$ cat src/common/mcdp_regs.svh
// mcdp_regs.svh: register offsets, field positions and fixed values of the microcore datapath.
// assumes: included by package and design files by its bare name; definitions only.
`ifndef MCDP_REGS_SVH
`define MCDP_REGS_SVH

// apb byte offsets
`define MCDP_OFS_INSTR  8'h00
`define MCDP_OFS_ARITH  8'h04
`define MCDP_OFS_FDIR   8'h08
`define MCDP_OFS_FLAGS  8'h0C
`define MCDP_OFS_RSEL   8'h10
`define MCDP_OFS_RDATA  8'h14
`define MCDP_OFS_CTRL   8'h18
`define MCDP_OFS_STAT   8'h1C
`define MCDP_OFS_PC     8'h20

// arith condition register bits
`define MCDP_AR_OP_DONE 0
`define MCDP_AR_TST     1
`define MCDP_AR_ERR     2
`define MCDP_AR_ZERO    3
`define MCDP_AR_BUSY    4
`define MCDP_AR_DIAG_LO 8

// instruction operand fields
`define MCDP_USE_BASE   15
`define MCDP_BIT_VAL    4
`define MCDP_SH_LEFT    3
`define MCDP_SH_SGN     2
`define MCDP_SH_PAIR    1
`define MCDP_SH_IMM     0

// internal register indices for copy, load, store and readback
`define MCDP_IDX_IMM    4'h8
`define MCDP_IDX_PHI    4'h9
`define MCDP_IDX_PLO    4'hA
`define MCDP_IDX_BASE   4'hB
`define MCDP_IDX_CNT    4'hC

// fixed values
`define MCDP_RST_STATE  '0
`define MCDP_BYTE_POS   8
`define MCDP_SH_ONE     5'h01
`define MCDP_SH_ZERO    5'h00
`define MCDP_PC_STEP    10'h001

`endif

$ cat src/common/mcdp_pkg.sv
// mcdp_pkg: types of the microcore datapath: opcodes, instruction word, alu carrier, state.
// assumes: mcdp_regs.svh on the include path.
`include "mcdp_regs.svh"
package mcdp_pkg;

	typedef enum logic [5:0] {
		MCDP_OP_NOP           = 6'h00,
		MCDP_OP_REG_COPY      = 6'h01,
		MCDP_OP_LOAD          = 6'h02,
		MCDP_OP_STORE         = 6'h03,
		MCDP_OP_SEL_MODE      = 6'h04,
		MCDP_OP_SET_BASE      = 6'h05,
		MCDP_OP_IMM_HIGH_LOAD = 6'h06,
		MCDP_OP_IMM_LOW_LOAD  = 6'h07,
		MCDP_OP_ADD           = 6'h08,
		MCDP_OP_ADDI          = 6'h09,
		MCDP_OP_SUB           = 6'h0A,
		MCDP_OP_SUBI          = 6'h0B,
		MCDP_OP_MUL           = 6'h0C,
		MCDP_OP_MULI          = 6'h0D,
		MCDP_OP_AND           = 6'h0E,
		MCDP_OP_OR            = 6'h0F,
		MCDP_OP_XOR           = 6'h10,
		MCDP_OP_NOT           = 6'h11,
		MCDP_OP_TO_SIGNED     = 6'h12,
		MCDP_OP_TO_INT        = 6'h13,
		MCDP_OP_SWAP          = 6'h14,
		MCDP_OP_SHIFT         = 6'h15,
		MCDP_OP_BYTE_SHIFT    = 6'h16,
		MCDP_OP_RST_REGS      = 6'h17,
		MCDP_OP_SET_CTRL_BIT  = 6'h18,
		MCDP_OP_SET_STAT_BIT  = 6'h19,
		MCDP_OP_SET_FLAG      = 6'h1A,
		MCDP_OP_CNT_FROM_ALU  = 6'h1B,
		MCDP_OP_CNT_FROM_MEM  = 6'h1C,
		MCDP_OP_JUMP_REL      = 6'h1D,
		MCDP_OP_JUMP_FAR      = 6'h1E,
		MCDP_OP_LOAD_JREG     = 6'h1F,
		MCDP_OP_TEST_FLAG     = 6'h20,
		MCDP_OP_SET_DIAG      = 6'h21
	} mcdp_op_t;

	typedef struct packed {
		mcdp_op_t    op;
		logic [1:0]  core;
		logic [3:0]  dst;
		logic [3:0]  src;
		logic [15:0] imm;
	} mcdp_instr_t;

	typedef struct packed {
		mcdp_op_t    op;
		logic [15:0] a;
		logic [15:0] b;
	} mcdp_alu_in_t;

	typedef struct packed {
		logic [7:0][15:0] gpr;
		logic [15:0]      imm_val;
		logic [15:0]      prod_hi;
		logic [15:0]      prod_lo;
		logic [15:0]      counter;
		logic [5:0]       base;
		logic             idx_mode;
		logic [3:0][15:0] ctrl;
		logic [3:0][15:0] stat;
		logic [3:0][7:0]  diag;
		logic [15:0]      flags;
		logic [15:0]      flag_dir;
		logic [3:0]       drive;
		logic [9:0]       pc;
		logic [9:0]       jreg;
		logic [5:0]       rsel;
		logic             sh_busy;
		logic             sh_left;
		logic             sh_sgn;
		logic             sh_pair;
		logic [2:0]       sh_reg;
		logic [4:0]       sh_cnt;
		logic             op_done;
		logic             tst;
		logic             err;
		logic             zero;
		logic             pready;
		logic             pslverr;
		logic [31:0]      prdata;
	} mcdp_state_t;

endpackage

$ cat src/mcdp_sync2.sv
// mcdp_sync2: two-stage synchroniser for the sixteen flag input pins.
// assumes: pins are asynchronous to clk; only the second stage is read.
`timescale 1ns/1ns
`default_nettype none
`include "mcdp_regs.svh"
module mcdp_sync2
	import mcdp_pkg::*;
(
	input  wire logic        clk,
	input  wire logic        resetn,
	input  wire logic [15:0] pin_in,
	output var  logic [15:0] pin_sync
);

	typedef struct packed {
		logic [15:0] meta;
		logic [15:0] sync;
	} mcdp_sync_t;

	mcdp_sync_t s_q;
	mcdp_sync_t s_d;

	// first stage feeds the second only
	always_comb
	begin
		s_d.meta = pin_in;
		s_d.sync = s_q.meta;
	end

	always_ff @(posedge clk or negedge resetn)
	begin
		if (!resetn)
			s_q <= `MCDP_RST_STATE;
		else
			s_q <= s_d;
	end

	assign pin_sync = s_q.sync;

endmodule
`default_nettype wire

$ cat src/mcdp_alu.sv
// mcdp_alu: single-cycle add, subtract, logic, sign conversion and byte exchange.
// assumes: caller selects a and b; result is combinational.
`timescale 1ns/1ns
`default_nettype none
module mcdp_alu
	import mcdp_pkg::*;
(
	input  wire mcdp_alu_in_t alu_in,
	output var  logic [15:0]  alu_res
);

	// sign-magnitude and two's complement conversions keep bit 15 as the sign
	always_comb
	begin
		case (alu_in.op)
			MCDP_OP_ADD, MCDP_OP_ADDI: alu_res = alu_in.a + alu_in.b;
			MCDP_OP_SUB, MCDP_OP_SUBI: alu_res = alu_in.a - alu_in.b;
			MCDP_OP_AND:               alu_res = alu_in.a & alu_in.b;
			MCDP_OP_OR:                alu_res = alu_in.a | alu_in.b;
			MCDP_OP_XOR:               alu_res = alu_in.a ^ alu_in.b;
			MCDP_OP_NOT:               alu_res = ~alu_in.a;
			MCDP_OP_TO_SIGNED:         alu_res = alu_in.a[15] ? 16'(-{1'b0, alu_in.a[14:0]}) : alu_in.a;
			MCDP_OP_TO_INT:            alu_res = alu_in.a[15] ? {1'b1, 15'(-alu_in.a[14:0])} : alu_in.a;
			MCDP_OP_SWAP:              alu_res = {alu_in.a[7:0], alu_in.a[15:8]};
			default:                   alu_res = alu_in.a;
		endcase
	end

endmodule
`default_nettype wire

$ cat src/mcdp_core.sv
// mcdp_core: data-side instruction execution of one microcore datapath, issued over apb.
// assumes: apb master on clk; flag pins asynchronous; one instruction per apb write.
//
// The APB slave port and the placing of the registers are this design's own decisions.
`timescale 1ns/1ns
`default_nettype none
`include "mcdp_regs.svh"
module mcdp_core
	import mcdp_pkg::*;
(
	input  wire logic        clk,
	input  wire logic        resetn,
	input  wire logic        psel,
	input  wire logic        penable,
	input  wire logic        pwrite,
	input  wire logic [7:0]  paddr,
	input  wire logic [31:0] pwdata,
	output var  logic [31:0] prdata,
	output var  logic        pready,
	output var  logic        pslverr,
	input  wire logic [15:0] flag_pin_in,
	output var  logic [15:0] flag_pin_out,
	output var  logic [15:0] flag_pin_oe,
	output var  logic [3:0]  drive_out
);

	mcdp_state_t  s_q;
	mcdp_state_t  s_d;
	mcdp_instr_t  ins;
	mcdp_alu_in_t alu_in;
	logic [15:0]  alu_res;
	logic [15:0]  pin_sync;
	logic [15:0]  dmem [0:63];
	logic [15:0]  mem_rdata;
	logic [15:0]  mem_wdata;
	logic [5:0]   mem_addr;
	logic         mem_we;
	logic         idxd;
	logic         exec;
	logic         alu_op;
	logic [15:0]  arith;

	// read one internal register by index
	function automatic logic [15:0] reg_rd(input mcdp_state_t s, input logic [3:0] i);
		case (i)
			`MCDP_IDX_IMM:  reg_rd = s.imm_val;
			`MCDP_IDX_PHI:  reg_rd = s.prod_hi;
			`MCDP_IDX_PLO:  reg_rd = s.prod_lo;
			`MCDP_IDX_BASE: reg_rd = {10'h000, s.base};
			`MCDP_IDX_CNT:  reg_rd = s.counter;
			default:        reg_rd = i[3] ? 16'h0000 : s.gpr[i[2:0]];
		endcase
	endfunction

	// write one internal register by index
	function automatic mcdp_state_t reg_wr(input mcdp_state_t s, input logic [3:0] i, input logic [15:0] v);
		reg_wr = s;
		case (i)
			`MCDP_IDX_IMM:  reg_wr.imm_val = v;
			`MCDP_IDX_PHI:  reg_wr.prod_hi = v;
			`MCDP_IDX_PLO:  reg_wr.prod_lo = v;
			`MCDP_IDX_BASE: reg_wr.base = v[5:0];
			`MCDP_IDX_CNT:  reg_wr.counter = v;
			default:
				if (!i[3])
					reg_wr.gpr[i[2:0]] = v;
		endcase
	endfunction

	// signed shifts hold the top bit
	// one shift position; 16-bit operands sit in the low half
	function automatic logic [31:0] shift_step(input logic [31:0] v, input logic left,
		input logic sgn, input logic pair);
		logic [31:0] r;
		r = v;
		if (pair)
		begin
			if (left)
				r = sgn ? {v[31], v[29:0], 1'b0} : {v[30:0], 1'b0};
			else
				r = sgn ? {v[31], v[31], v[30:1]} : {1'b0, v[31:1]};
		end
		else
		begin
			if (left)
				r[15:0] = sgn ? {v[15], v[13:0], 1'b0} : {v[14:0], 1'b0};
			else
				r[15:0] = sgn ? {v[15], v[15], v[14:1]} : {1'b0, v[15:1]};
		end
		shift_step = r;
	endfunction

	mcdp_sync2 u_sync (
		.clk      (clk),
		.resetn   (resetn),
		.pin_in   (flag_pin_in),
		.pin_sync (pin_sync)
	);
	mcdp_alu u_alu (
		.alu_in  (alu_in),
		.alu_res (alu_res)
	);

	// instruction decode from the write data of an accepted instruction write
	assign ins    = mcdp_instr_t'(pwdata);
	assign exec   = psel & penable & s_q.pready & pwrite & (paddr == `MCDP_OFS_INSTR);
	assign alu_op = (ins.op >= MCDP_OP_ADD) && (ins.op <= MCDP_OP_BYTE_SHIFT);
	assign alu_in.op = ins.op;
	assign alu_in.a  = s_q.gpr[ins.dst[2:0]];
	assign alu_in.b  = (ins.op == MCDP_OP_ADD || ins.op == MCDP_OP_SUB) ? s_q.gpr[ins.src[2:0]] : s_q.imm_val;

	assign idxd      = s_q.idx_mode & ins.imm[`MCDP_USE_BASE];
	assign mem_addr  = idxd ? 6'(s_q.base + ins.imm[5:0]) : ins.imm[5:0];
	assign mem_rdata = dmem[mem_addr];
	assign mem_wdata = reg_rd(s_q, ins.src);
	assign mem_we    = exec & ~(s_q.sh_busy & alu_op) & (ins.op == MCDP_OP_STORE);
	// condition register image for readback
	always_comb
	begin
		arith = 16'h0000;
		arith[`MCDP_AR_OP_DONE] = s_q.op_done;
		arith[`MCDP_AR_TST] = s_q.tst;
		arith[`MCDP_AR_ERR] = s_q.err;
		arith[`MCDP_AR_ZERO] = s_q.zero;
		arith[`MCDP_AR_BUSY] = s_q.sh_busy;
		arith[`MCDP_AR_DIAG_LO +: 8] = s_q.diag[s_q.rsel[5:4]];
	end

	// next state: flags, running shift, apb slave, instruction execution
	always_comb
	begin
		s_d = s_q;
		s_d.flags = (s_q.flags & s_q.flag_dir) | (pin_sync & ~s_q.flag_dir);
		if (s_q.sh_busy)
		begin
			if (s_q.sh_pair)
				{s_d.prod_hi, s_d.prod_lo} = shift_step({s_q.prod_hi, s_q.prod_lo}, s_q.sh_left, s_q.sh_sgn, 1'b1);
			else
				s_d.gpr[s_q.sh_reg] = 16'(shift_step({16'h0000, s_q.gpr[s_q.sh_reg]}, s_q.sh_left,
					s_q.sh_sgn, 1'b0));
			s_d.sh_cnt = s_q.sh_cnt - `MCDP_SH_ONE;
			if (s_q.sh_cnt == `MCDP_SH_ONE)
			begin
				s_d.sh_busy = 1'b0;
				s_d.op_done = 1'b1;
			end
		end
		// apb setup cycle latches read data and the answer
		s_d.pready = psel & ~penable;
		s_d.pslverr = 1'b0;
		s_d.prdata = 32'h0000_0000;
		if (psel & ~penable)
		begin
			case (paddr)
				`MCDP_OFS_INSTR: s_d.prdata = 32'h0000_0000;
				`MCDP_OFS_ARITH: s_d.prdata = {16'h0000, arith};
				`MCDP_OFS_FDIR:  s_d.prdata = {16'h0000, s_q.flag_dir};
				`MCDP_OFS_FLAGS: s_d.prdata = {16'h0000, s_q.flags};
				`MCDP_OFS_RSEL:  s_d.prdata = {26'h000_0000, s_q.rsel};
				`MCDP_OFS_RDATA: s_d.prdata = {16'h0000, reg_rd(s_q, s_q.rsel[3:0])};
				`MCDP_OFS_CTRL:  s_d.prdata = {16'h0000, s_q.ctrl[s_q.rsel[5:4]]};
				`MCDP_OFS_STAT:  s_d.prdata = {16'h0000, s_q.stat[s_q.rsel[5:4]]};
				`MCDP_OFS_PC:    s_d.prdata = {6'h00, s_q.jreg, 6'h00, s_q.pc};
				default:         s_d.pslverr = 1'b1;
			endcase
		end
		// apb access edge: configuration writes
		if (psel & penable & s_q.pready & pwrite)
		begin
			case (paddr)
				`MCDP_OFS_FDIR:  s_d.flag_dir = pwdata[15:0];
				`MCDP_OFS_RSEL:  s_d.rsel = pwdata[5:0];
				`MCDP_OFS_ARITH:
					if (pwdata[`MCDP_AR_ERR])
						s_d.err = 1'b0;
				default: ;
			endcase
		end
		if (exec)
		begin
			if (s_q.sh_busy && alu_op)
				s_d.err = 1'b1;
			else
			begin
				s_d.pc = s_q.pc + `MCDP_PC_STEP;
				case (ins.op)
					MCDP_OP_REG_COPY: s_d = reg_wr(s_d, ins.dst, reg_rd(s_q, ins.src));
					MCDP_OP_LOAD: s_d = reg_wr(s_d, ins.dst, mem_rdata);
					MCDP_OP_SEL_MODE: s_d.idx_mode = ins.imm[0];
					MCDP_OP_SET_BASE: s_d.base = ins.imm[5:0];
					MCDP_OP_IMM_HIGH_LOAD: s_d.imm_val[15:8] = ins.imm[7:0];
					MCDP_OP_IMM_LOW_LOAD:  s_d.imm_val[7:0] = ins.imm[7:0];
					MCDP_OP_MUL, MCDP_OP_MULI:
					begin
						{s_d.prod_hi, s_d.prod_lo} = alu_in.a * ((ins.op == MCDP_OP_MUL) ?
							s_q.gpr[ins.src[2:0]] : s_q.imm_val);
						s_d.op_done = 1'b1;
					end
					MCDP_OP_ADD, MCDP_OP_ADDI, MCDP_OP_SUB, MCDP_OP_SUBI, MCDP_OP_AND, MCDP_OP_OR,
					MCDP_OP_XOR, MCDP_OP_NOT, MCDP_OP_TO_SIGNED, MCDP_OP_TO_INT, MCDP_OP_SWAP:
					begin
						s_d.gpr[ins.dst[2:0]] = alu_res;
						s_d.zero = (alu_res == 16'h0000);
						s_d.op_done = 1'b1;
					end
					MCDP_OP_SHIFT:
					begin
						s_d.sh_cnt = ins.src[`MCDP_SH_IMM] ? ins.imm[4:0] : s_q.gpr[ins.imm[2:0]][4:0];
						s_d.sh_left = ins.src[`MCDP_SH_LEFT];
						s_d.sh_sgn = ins.src[`MCDP_SH_SGN];
						s_d.sh_pair = ins.src[`MCDP_SH_PAIR];
						s_d.sh_reg = ins.dst[2:0];
						s_d.sh_busy = (s_d.sh_cnt != `MCDP_SH_ZERO);
						s_d.op_done = (s_d.sh_cnt == `MCDP_SH_ZERO);
					end
					MCDP_OP_BYTE_SHIFT:
					begin
						s_d.gpr[ins.dst[2:0]] = ins.src[`MCDP_SH_LEFT] ? (alu_in.a << `MCDP_BYTE_POS) :
							(alu_in.a >> `MCDP_BYTE_POS);
						s_d.op_done = 1'b1;
					end
					MCDP_OP_RST_REGS:
					begin
						s_d.ctrl[ins.core] = 16'h0000;
						s_d.stat[ins.core] = 16'h0000;
						s_d.diag[ins.core] = 8'h00;
					end
					MCDP_OP_SET_CTRL_BIT: s_d.ctrl[ins.core][ins.imm[3:0]] = ins.imm[`MCDP_BIT_VAL];
					MCDP_OP_SET_STAT_BIT: s_d.stat[ins.core][ins.imm[3:0]] = ins.imm[`MCDP_BIT_VAL];
					MCDP_OP_SET_FLAG:
						if (s_q.flag_dir[ins.imm[3:0]])
							s_d.flags[ins.imm[3:0]] = ins.imm[`MCDP_BIT_VAL];
					MCDP_OP_CNT_FROM_ALU:
					begin
						s_d.counter = s_q.gpr[ins.src[2:0]];
						s_d.drive = ins.dst;
					end
					MCDP_OP_CNT_FROM_MEM:
					begin
						s_d.counter = mem_rdata;
						s_d.drive = ins.dst;
					end
					MCDP_OP_JUMP_REL: s_d.pc = s_q.pc + {{5{ins.imm[4]}}, ins.imm[4:0]};
					MCDP_OP_JUMP_FAR: s_d.pc = s_q.jreg;
					MCDP_OP_LOAD_JREG: s_d.jreg = ins.imm[9:0];
					MCDP_OP_TEST_FLAG: s_d.tst = (s_q.flags[ins.imm[3:0]] == ins.imm[`MCDP_BIT_VAL]);
					MCDP_OP_SET_DIAG: s_d.diag[ins.core] = ins.imm[7:0];
					default: ;
				endcase
			end
		end
	end

	always_ff @(posedge clk or negedge resetn)
	begin
		if (!resetn)
			s_q <= `MCDP_RST_STATE;
		else
			s_q <= s_d;
	end

	// data memory, no reset
	always_ff @(posedge clk)
	begin
		if (mem_we)
			dmem[mem_addr] <= mem_wdata;
	end
	assign prdata       = s_q.prdata;
	assign pready       = s_q.pready;
	assign pslverr      = s_q.pslverr;
	assign flag_pin_out = s_q.flags;
	assign flag_pin_oe  = s_q.flag_dir;
	assign drive_out    = s_q.drive;
	// helper: cycles spent in the running shift and its requested length
	logic [4:0] sh_elapsed;
	logic [4:0] sh_len;
	always_ff @(posedge clk or negedge resetn)
	begin
		if (!resetn)
		begin
			sh_elapsed <= `MCDP_SH_ZERO;
			sh_len <= `MCDP_SH_ZERO;
		end
		else if (exec && ins.op == MCDP_OP_SHIFT && !s_q.sh_busy)
		begin
			sh_elapsed <= `MCDP_SH_ZERO;
			sh_len <= s_d.sh_cnt;
		end
		else if (s_q.sh_busy)
			sh_elapsed <= sh_elapsed + `MCDP_SH_ONE;
	end
endmodule
`default_nettype wire

$ cat config.mk
export PLATFORM = sky130hd
export DESIGN_NAME = mcdp_core
export DESIGN_NICKNAME = d
export VERILOG_FILES = /design/src/common/mcdp_pkg.sv /design/src/mcdp_sync2.sv /design/src/mcdp_alu.sv /design/src/mcdp_core.sv
export VERILOG_INCLUDE_DIRS = /design/src /design/src/common
export SDC_FILE = /design/constraint.sdc
export NUM_CORES = 2
export LEC_CHECK = 0
export ABC_AREA = 1
export BUFFER_PORTS_ARGS = -buffer_cell sky130_fd_sc_hd__buf_2
export CORE_AREA = 2 2 525 527
export CTS_CLUSTER_DIAMETER = 80
export DETAILED_ROUTE_END_ITERATION = 12
export DIE_AREA = 0 0 527 529
export PLACE_DENSITY = 0.46
export SETUP_SLACK_MARGIN = 0.3
export SYNTH_ARGS = -nofsm -noshare
export SYNTH_HDL_FRONTEND = slang
export SYNTH_SLANG_ARGS = --single-unit
$ cat constraint.sdc
create_clock -name clk -period 9.3 [get_ports clk]
set_clock_uncertainty 0.1 [all_clocks]
set_input_delay 0 -clock clk [delete_from_list [all_inputs] [get_ports clk]]
set_output_delay 0 -clock clk [all_outputs]
set_load 0.005 [all_outputs]
==> summary.md <==
| Metric | Value |
|---|---|
| Switching power as a share of total power | `about 46%` |
| H-tree levels | `4` |
| Post-layout net count | `about 12,000` |
| Share of layout cells above drive strength 1 | `~7.7%` |
| Total Routing Usage GR | `32.6%` |
| Power share of the clock group | `about a quarter` |
| CTS sink count | `about 1,500` |
| Cell with the most instances after synthesis | `nand2_1` |
| Final Non-Filler Cells | `15,700` |
| Max-Slew Margin vs Limit | `less than 1%` |
| Initial Utilization | `34.9%` |
| Crit-path max cell delay | `about 0.78 ns` |
| Number of cells on the worst reg-to-reg path | `31` |
| # DRC | `0` |
| Fraction of synthesized cell area in xor and xnor cells | `less than 1%` |
| First drt pass iteration count | `7` |
| Register-to-register setup slack | `1.38 ns` |
| Most common library cells after synthesis | `nand2_1 (2,894), nor2_1 (1,619), o21ai_0 (1,320)` |
| Combinational group share of total power | `a little over half` |
| Total wire length | `approximately 470,000 um` |
| Instance count after placement with tap cells included | `roughly 15,000` |
| Compound-cell area share of the yosys netlist | `18.4%` |
| Gpl congestion | `1.03` |
| Site row count | `about 190` |
| Mapped Area | `about 95,000 um2` |
| Main combinational cell family by area after synthesis | `simple AND/OR/NAND/NOR gates` |
| Register clock-pin slew on the reported worst setup and hold paths | `~0.06 ns` |
| I/O pin total | `between 100 and 150` |
| Hold path cells | `4` |
| Flop and latch count out of synthesis | `between 1,500 and 2,000` |
| Number of post-CTS setup repair buffers | `0` |
| End point of the most critical hold path | `s_q[62]$_DFFE_PN0P_` |
| Clk Latency, worst-skew pair | `0.88 ns` |
| Most common cell on crit path | `fa_1` |
| Critical Path Source Type | `primary input` |
| CTS root buffer | `clkbuf_16` |
| Post-route cell area | `107,000 um2` |
| Crit-path max FO | `18` |
| Antenna violations before repair | `27` |
| Crit end category | `flop` |
| Clock tree from TritonCTS | `yes` |
| Die Height | `roughly 530 um` |
| Crit Reg-Reg Endpoint | `s_q[320]$_DFF_PN0_` |
| Cell area after placement | `about 100,000 um2` |
| Number of standard cells after synthesis | `12,000` |
| # setup viols final | `0` |
| Required time at the endpoint of the critical path | `roughly 10 ns` |
| Hold slack final | `0.0725 ns` |
| Number of max-cap violations | `1` |
| GRT overflow | `0` |
| Count of input and output buffers | `124` |
| Failing checks | `max-capacitance violations` |
| Leakage power summed over all cells | `roughly 0.043 uW` |
| Critical path class | `in2reg` |
| Mux share of post-synthesis cell area | `0.0947%` |
| Die Span X | `~530 um` |
| Highest ir drop seen on vdd | `~0.86 mV` |
| Vias in the first global route | `86,200` |
| Mapped Avg Cell Area | `between 7 and 8 um2` |
| Final worst path period need | `~8.1 ns` |
| Worst r2r src | `s_q[380]$_DFF_PN0_` |
| Count of flip-flops with a built-in enable after synthesis | `between 1,000 and 1,500` |
| Core Area | `roughly 270,000 um2` |
| Global-route wire length before repair | `659,000 um` |
| Initial DRC Count | `around 11,000` |
| Yosys cell types | `73` |
| Critical hold path startpoint | `pwdata[6]` |
| Simple-gate share of the synthesized area | `21.7%` |
| Relative contribution of sequential cells to total power | `around a quarter` |
| Synth Flop Type | `edfxtp_1` |
| Adder and majority gate portion of the synthesized area | `6.38%` |
| Yosys warning total | `0` |
| Top cells by area, synth | `edfxtp_1 (32%), dfrtp_1 (13%), nand2_1 (11%)` |
| Final Hold Vio Count | `0` |
| Outcome | `finished, violations left` |
| Average wire length per cell after detail routing | `about 30 um` |
| Transition time of the tightest slew-check pin | `about 1.5 ns` |
| Total net switching power | `approximately 14,000 uW` |
| Post-layout util | `between 30% and 40%` |
| Share of flip-flops with an asynchronous set or reset after synthesis | `roughly a third` |
| Max Clk Rate | `between 0.1 and 0.15 GHz` |
| P&R area growth vs syn | `12.0%` |
| Master of the slowest instance on the critical path | `nor2_1` |
| Antenna Nets Post-Route | `0` |
| Vias after detailed routing | `~92,000` |
| Setup TNS | `0 ns` |
| Hpwl dp | `about 320,000 um` |
| Via count normalized by instance count | `approximately 5.9` |
| Final max-slew violation count | `0` |
| Portion of synthesized cell area occupied by the leading cell type | `32.3%` |
| Total Die Area | `roughly 280,000 um2` |
| Worst-case clock buffer depth | `4` |
| Class of the most critical hold timing path | `in2reg` |
| Largest net degree at the start of global routing | `183` |
| Register area share after synthesis | `45.4%` |
| RSZ-0062 raised after global routing | `false` |
| Total power per unit cell area | `~290 nW/um2` |
| Cell taking the most area after synthesis | `edfxtp_1` |
| TritonCTS buffer count | `187` |
| Post-route clock period utilization | `86.7%` |
| Internal portion of total power | `17,000 uW` |
| Arrival time at the worst endpoint | `slightly below 9 ns` |
-- kinds of logic after synthesis --
family,count (synthesis)
flops,1521
other cells,1
buf+inv,1795
simple gates,5202
xor+xnor,33
mux,9
compound gates,3090
fa+ha+maj,367
-- metal layers --
| layer | global-route usage, % | routed length, um | up-vias |
|---|---|---|---|
| met5 | 0 | 68 | - |
| met1 | 45.3 | 201000 | 45600 |
| met4 | 14.0 | 23500 | 10 |
| met3 | 6.78 | 44200 | 1041 |
| li1 | - | - | 40500 |
| met2 | 48.8 | 200000 | 5009 |
-- power groups by stage --
stage / sequential [uW] / clock (uW) / combinational, uW
floorplan: 7580 / 0 / 10500
global placement: 7640 / 0 / 16600
detailed placement: 7640 / 0 / 16400
CTS: 7500 / 7530 / 16500
global route: 7510 / 7770 / 18100
finish: 7510 / 7400 / 16300
-- what timing repair did --
action | CTS | global route
endpoints found under the hold margin | 711 | 0
endpoints found under the setup margin | 0 | 0
resized for setup | 0 | 0
hold buffers | 97 | 0
-- layout by cell type, fill, tap and decap left out, drive strengths merged, types with 11 or more instances in the layout --
cell type	n
nor2	1633
dfrtp	497
diode	11
clkbuf	250
bufinv	16
edfxtp	1024
a22oi	62
o21ai	1422
inv	964
dlygate4sd3	96
fa	197
a21boi	33
o211ai	134
a21oi	784
clkinv	79
o2111ai	40
a221oi	50
xor2	24
a31oi	127
buf	448
nand3	406
o21a	23
ha	170
a32oi	25
or2	27
a211oi	36
o22ai	258
nor3	150
o311ai	20
o221ai	15
nand4	44
nand2	2915
-- worst max-delay path by stage --
stage	from	endpoint	slack [ns]	cells after the start
floorplan	pwdata[30]	s_q[320]$_DFF_PN0_	2.40	35
global placement	pwdata[16]	s_q[320]$_DFF_PN0_	0.99	33
detailed placement	pwdata[16]	s_q[320]$_DFF_PN0_	1.02	33
CTS	pwdata[16]	s_q[320]$_DFF_PN0_	1.35	34
global route	pwdata[30]	s_q[320]$_DFF_PN0_	0.85	37
finish	pwdata[21]	s_q[320]$_DFF_PN0_	1.24	31
-- metrics by stage --
step / setup WS (ns) / power, uW
after CTS: 1.35 / 31500
after global routing: 0.848 / 33400
after detailed placement: 1.02 / 24000
after global placement: 0.992 / 24200
after floorplan: 2.40 / 18000
final: 1.24 / 31200
-- layout make-up --
type                            count  area, um2
Timing Repair Buffer              545       4150
Antenna cell                       11       27.5
Multi-Input combinational cell   8707      45000
Tap cell                         3589       4490
Clock buffer                      249       5100
Clock inverter                     87        927
Inverter                          981       3710
Sequential cell                  1521      43200
Fill cell                       28000     166000
-- critical path, delay by kind of cell --
family                   cells  cell delay [ns]
AO/OA/AOI/OAI                9             1.69
adder cells (fa/ha/maj)      7             3.41
buffers and inverters        8             1.77
AND/OR/NAND/NOR              7             1.74
Note: power is estimated with default switching activity, not from simulation.
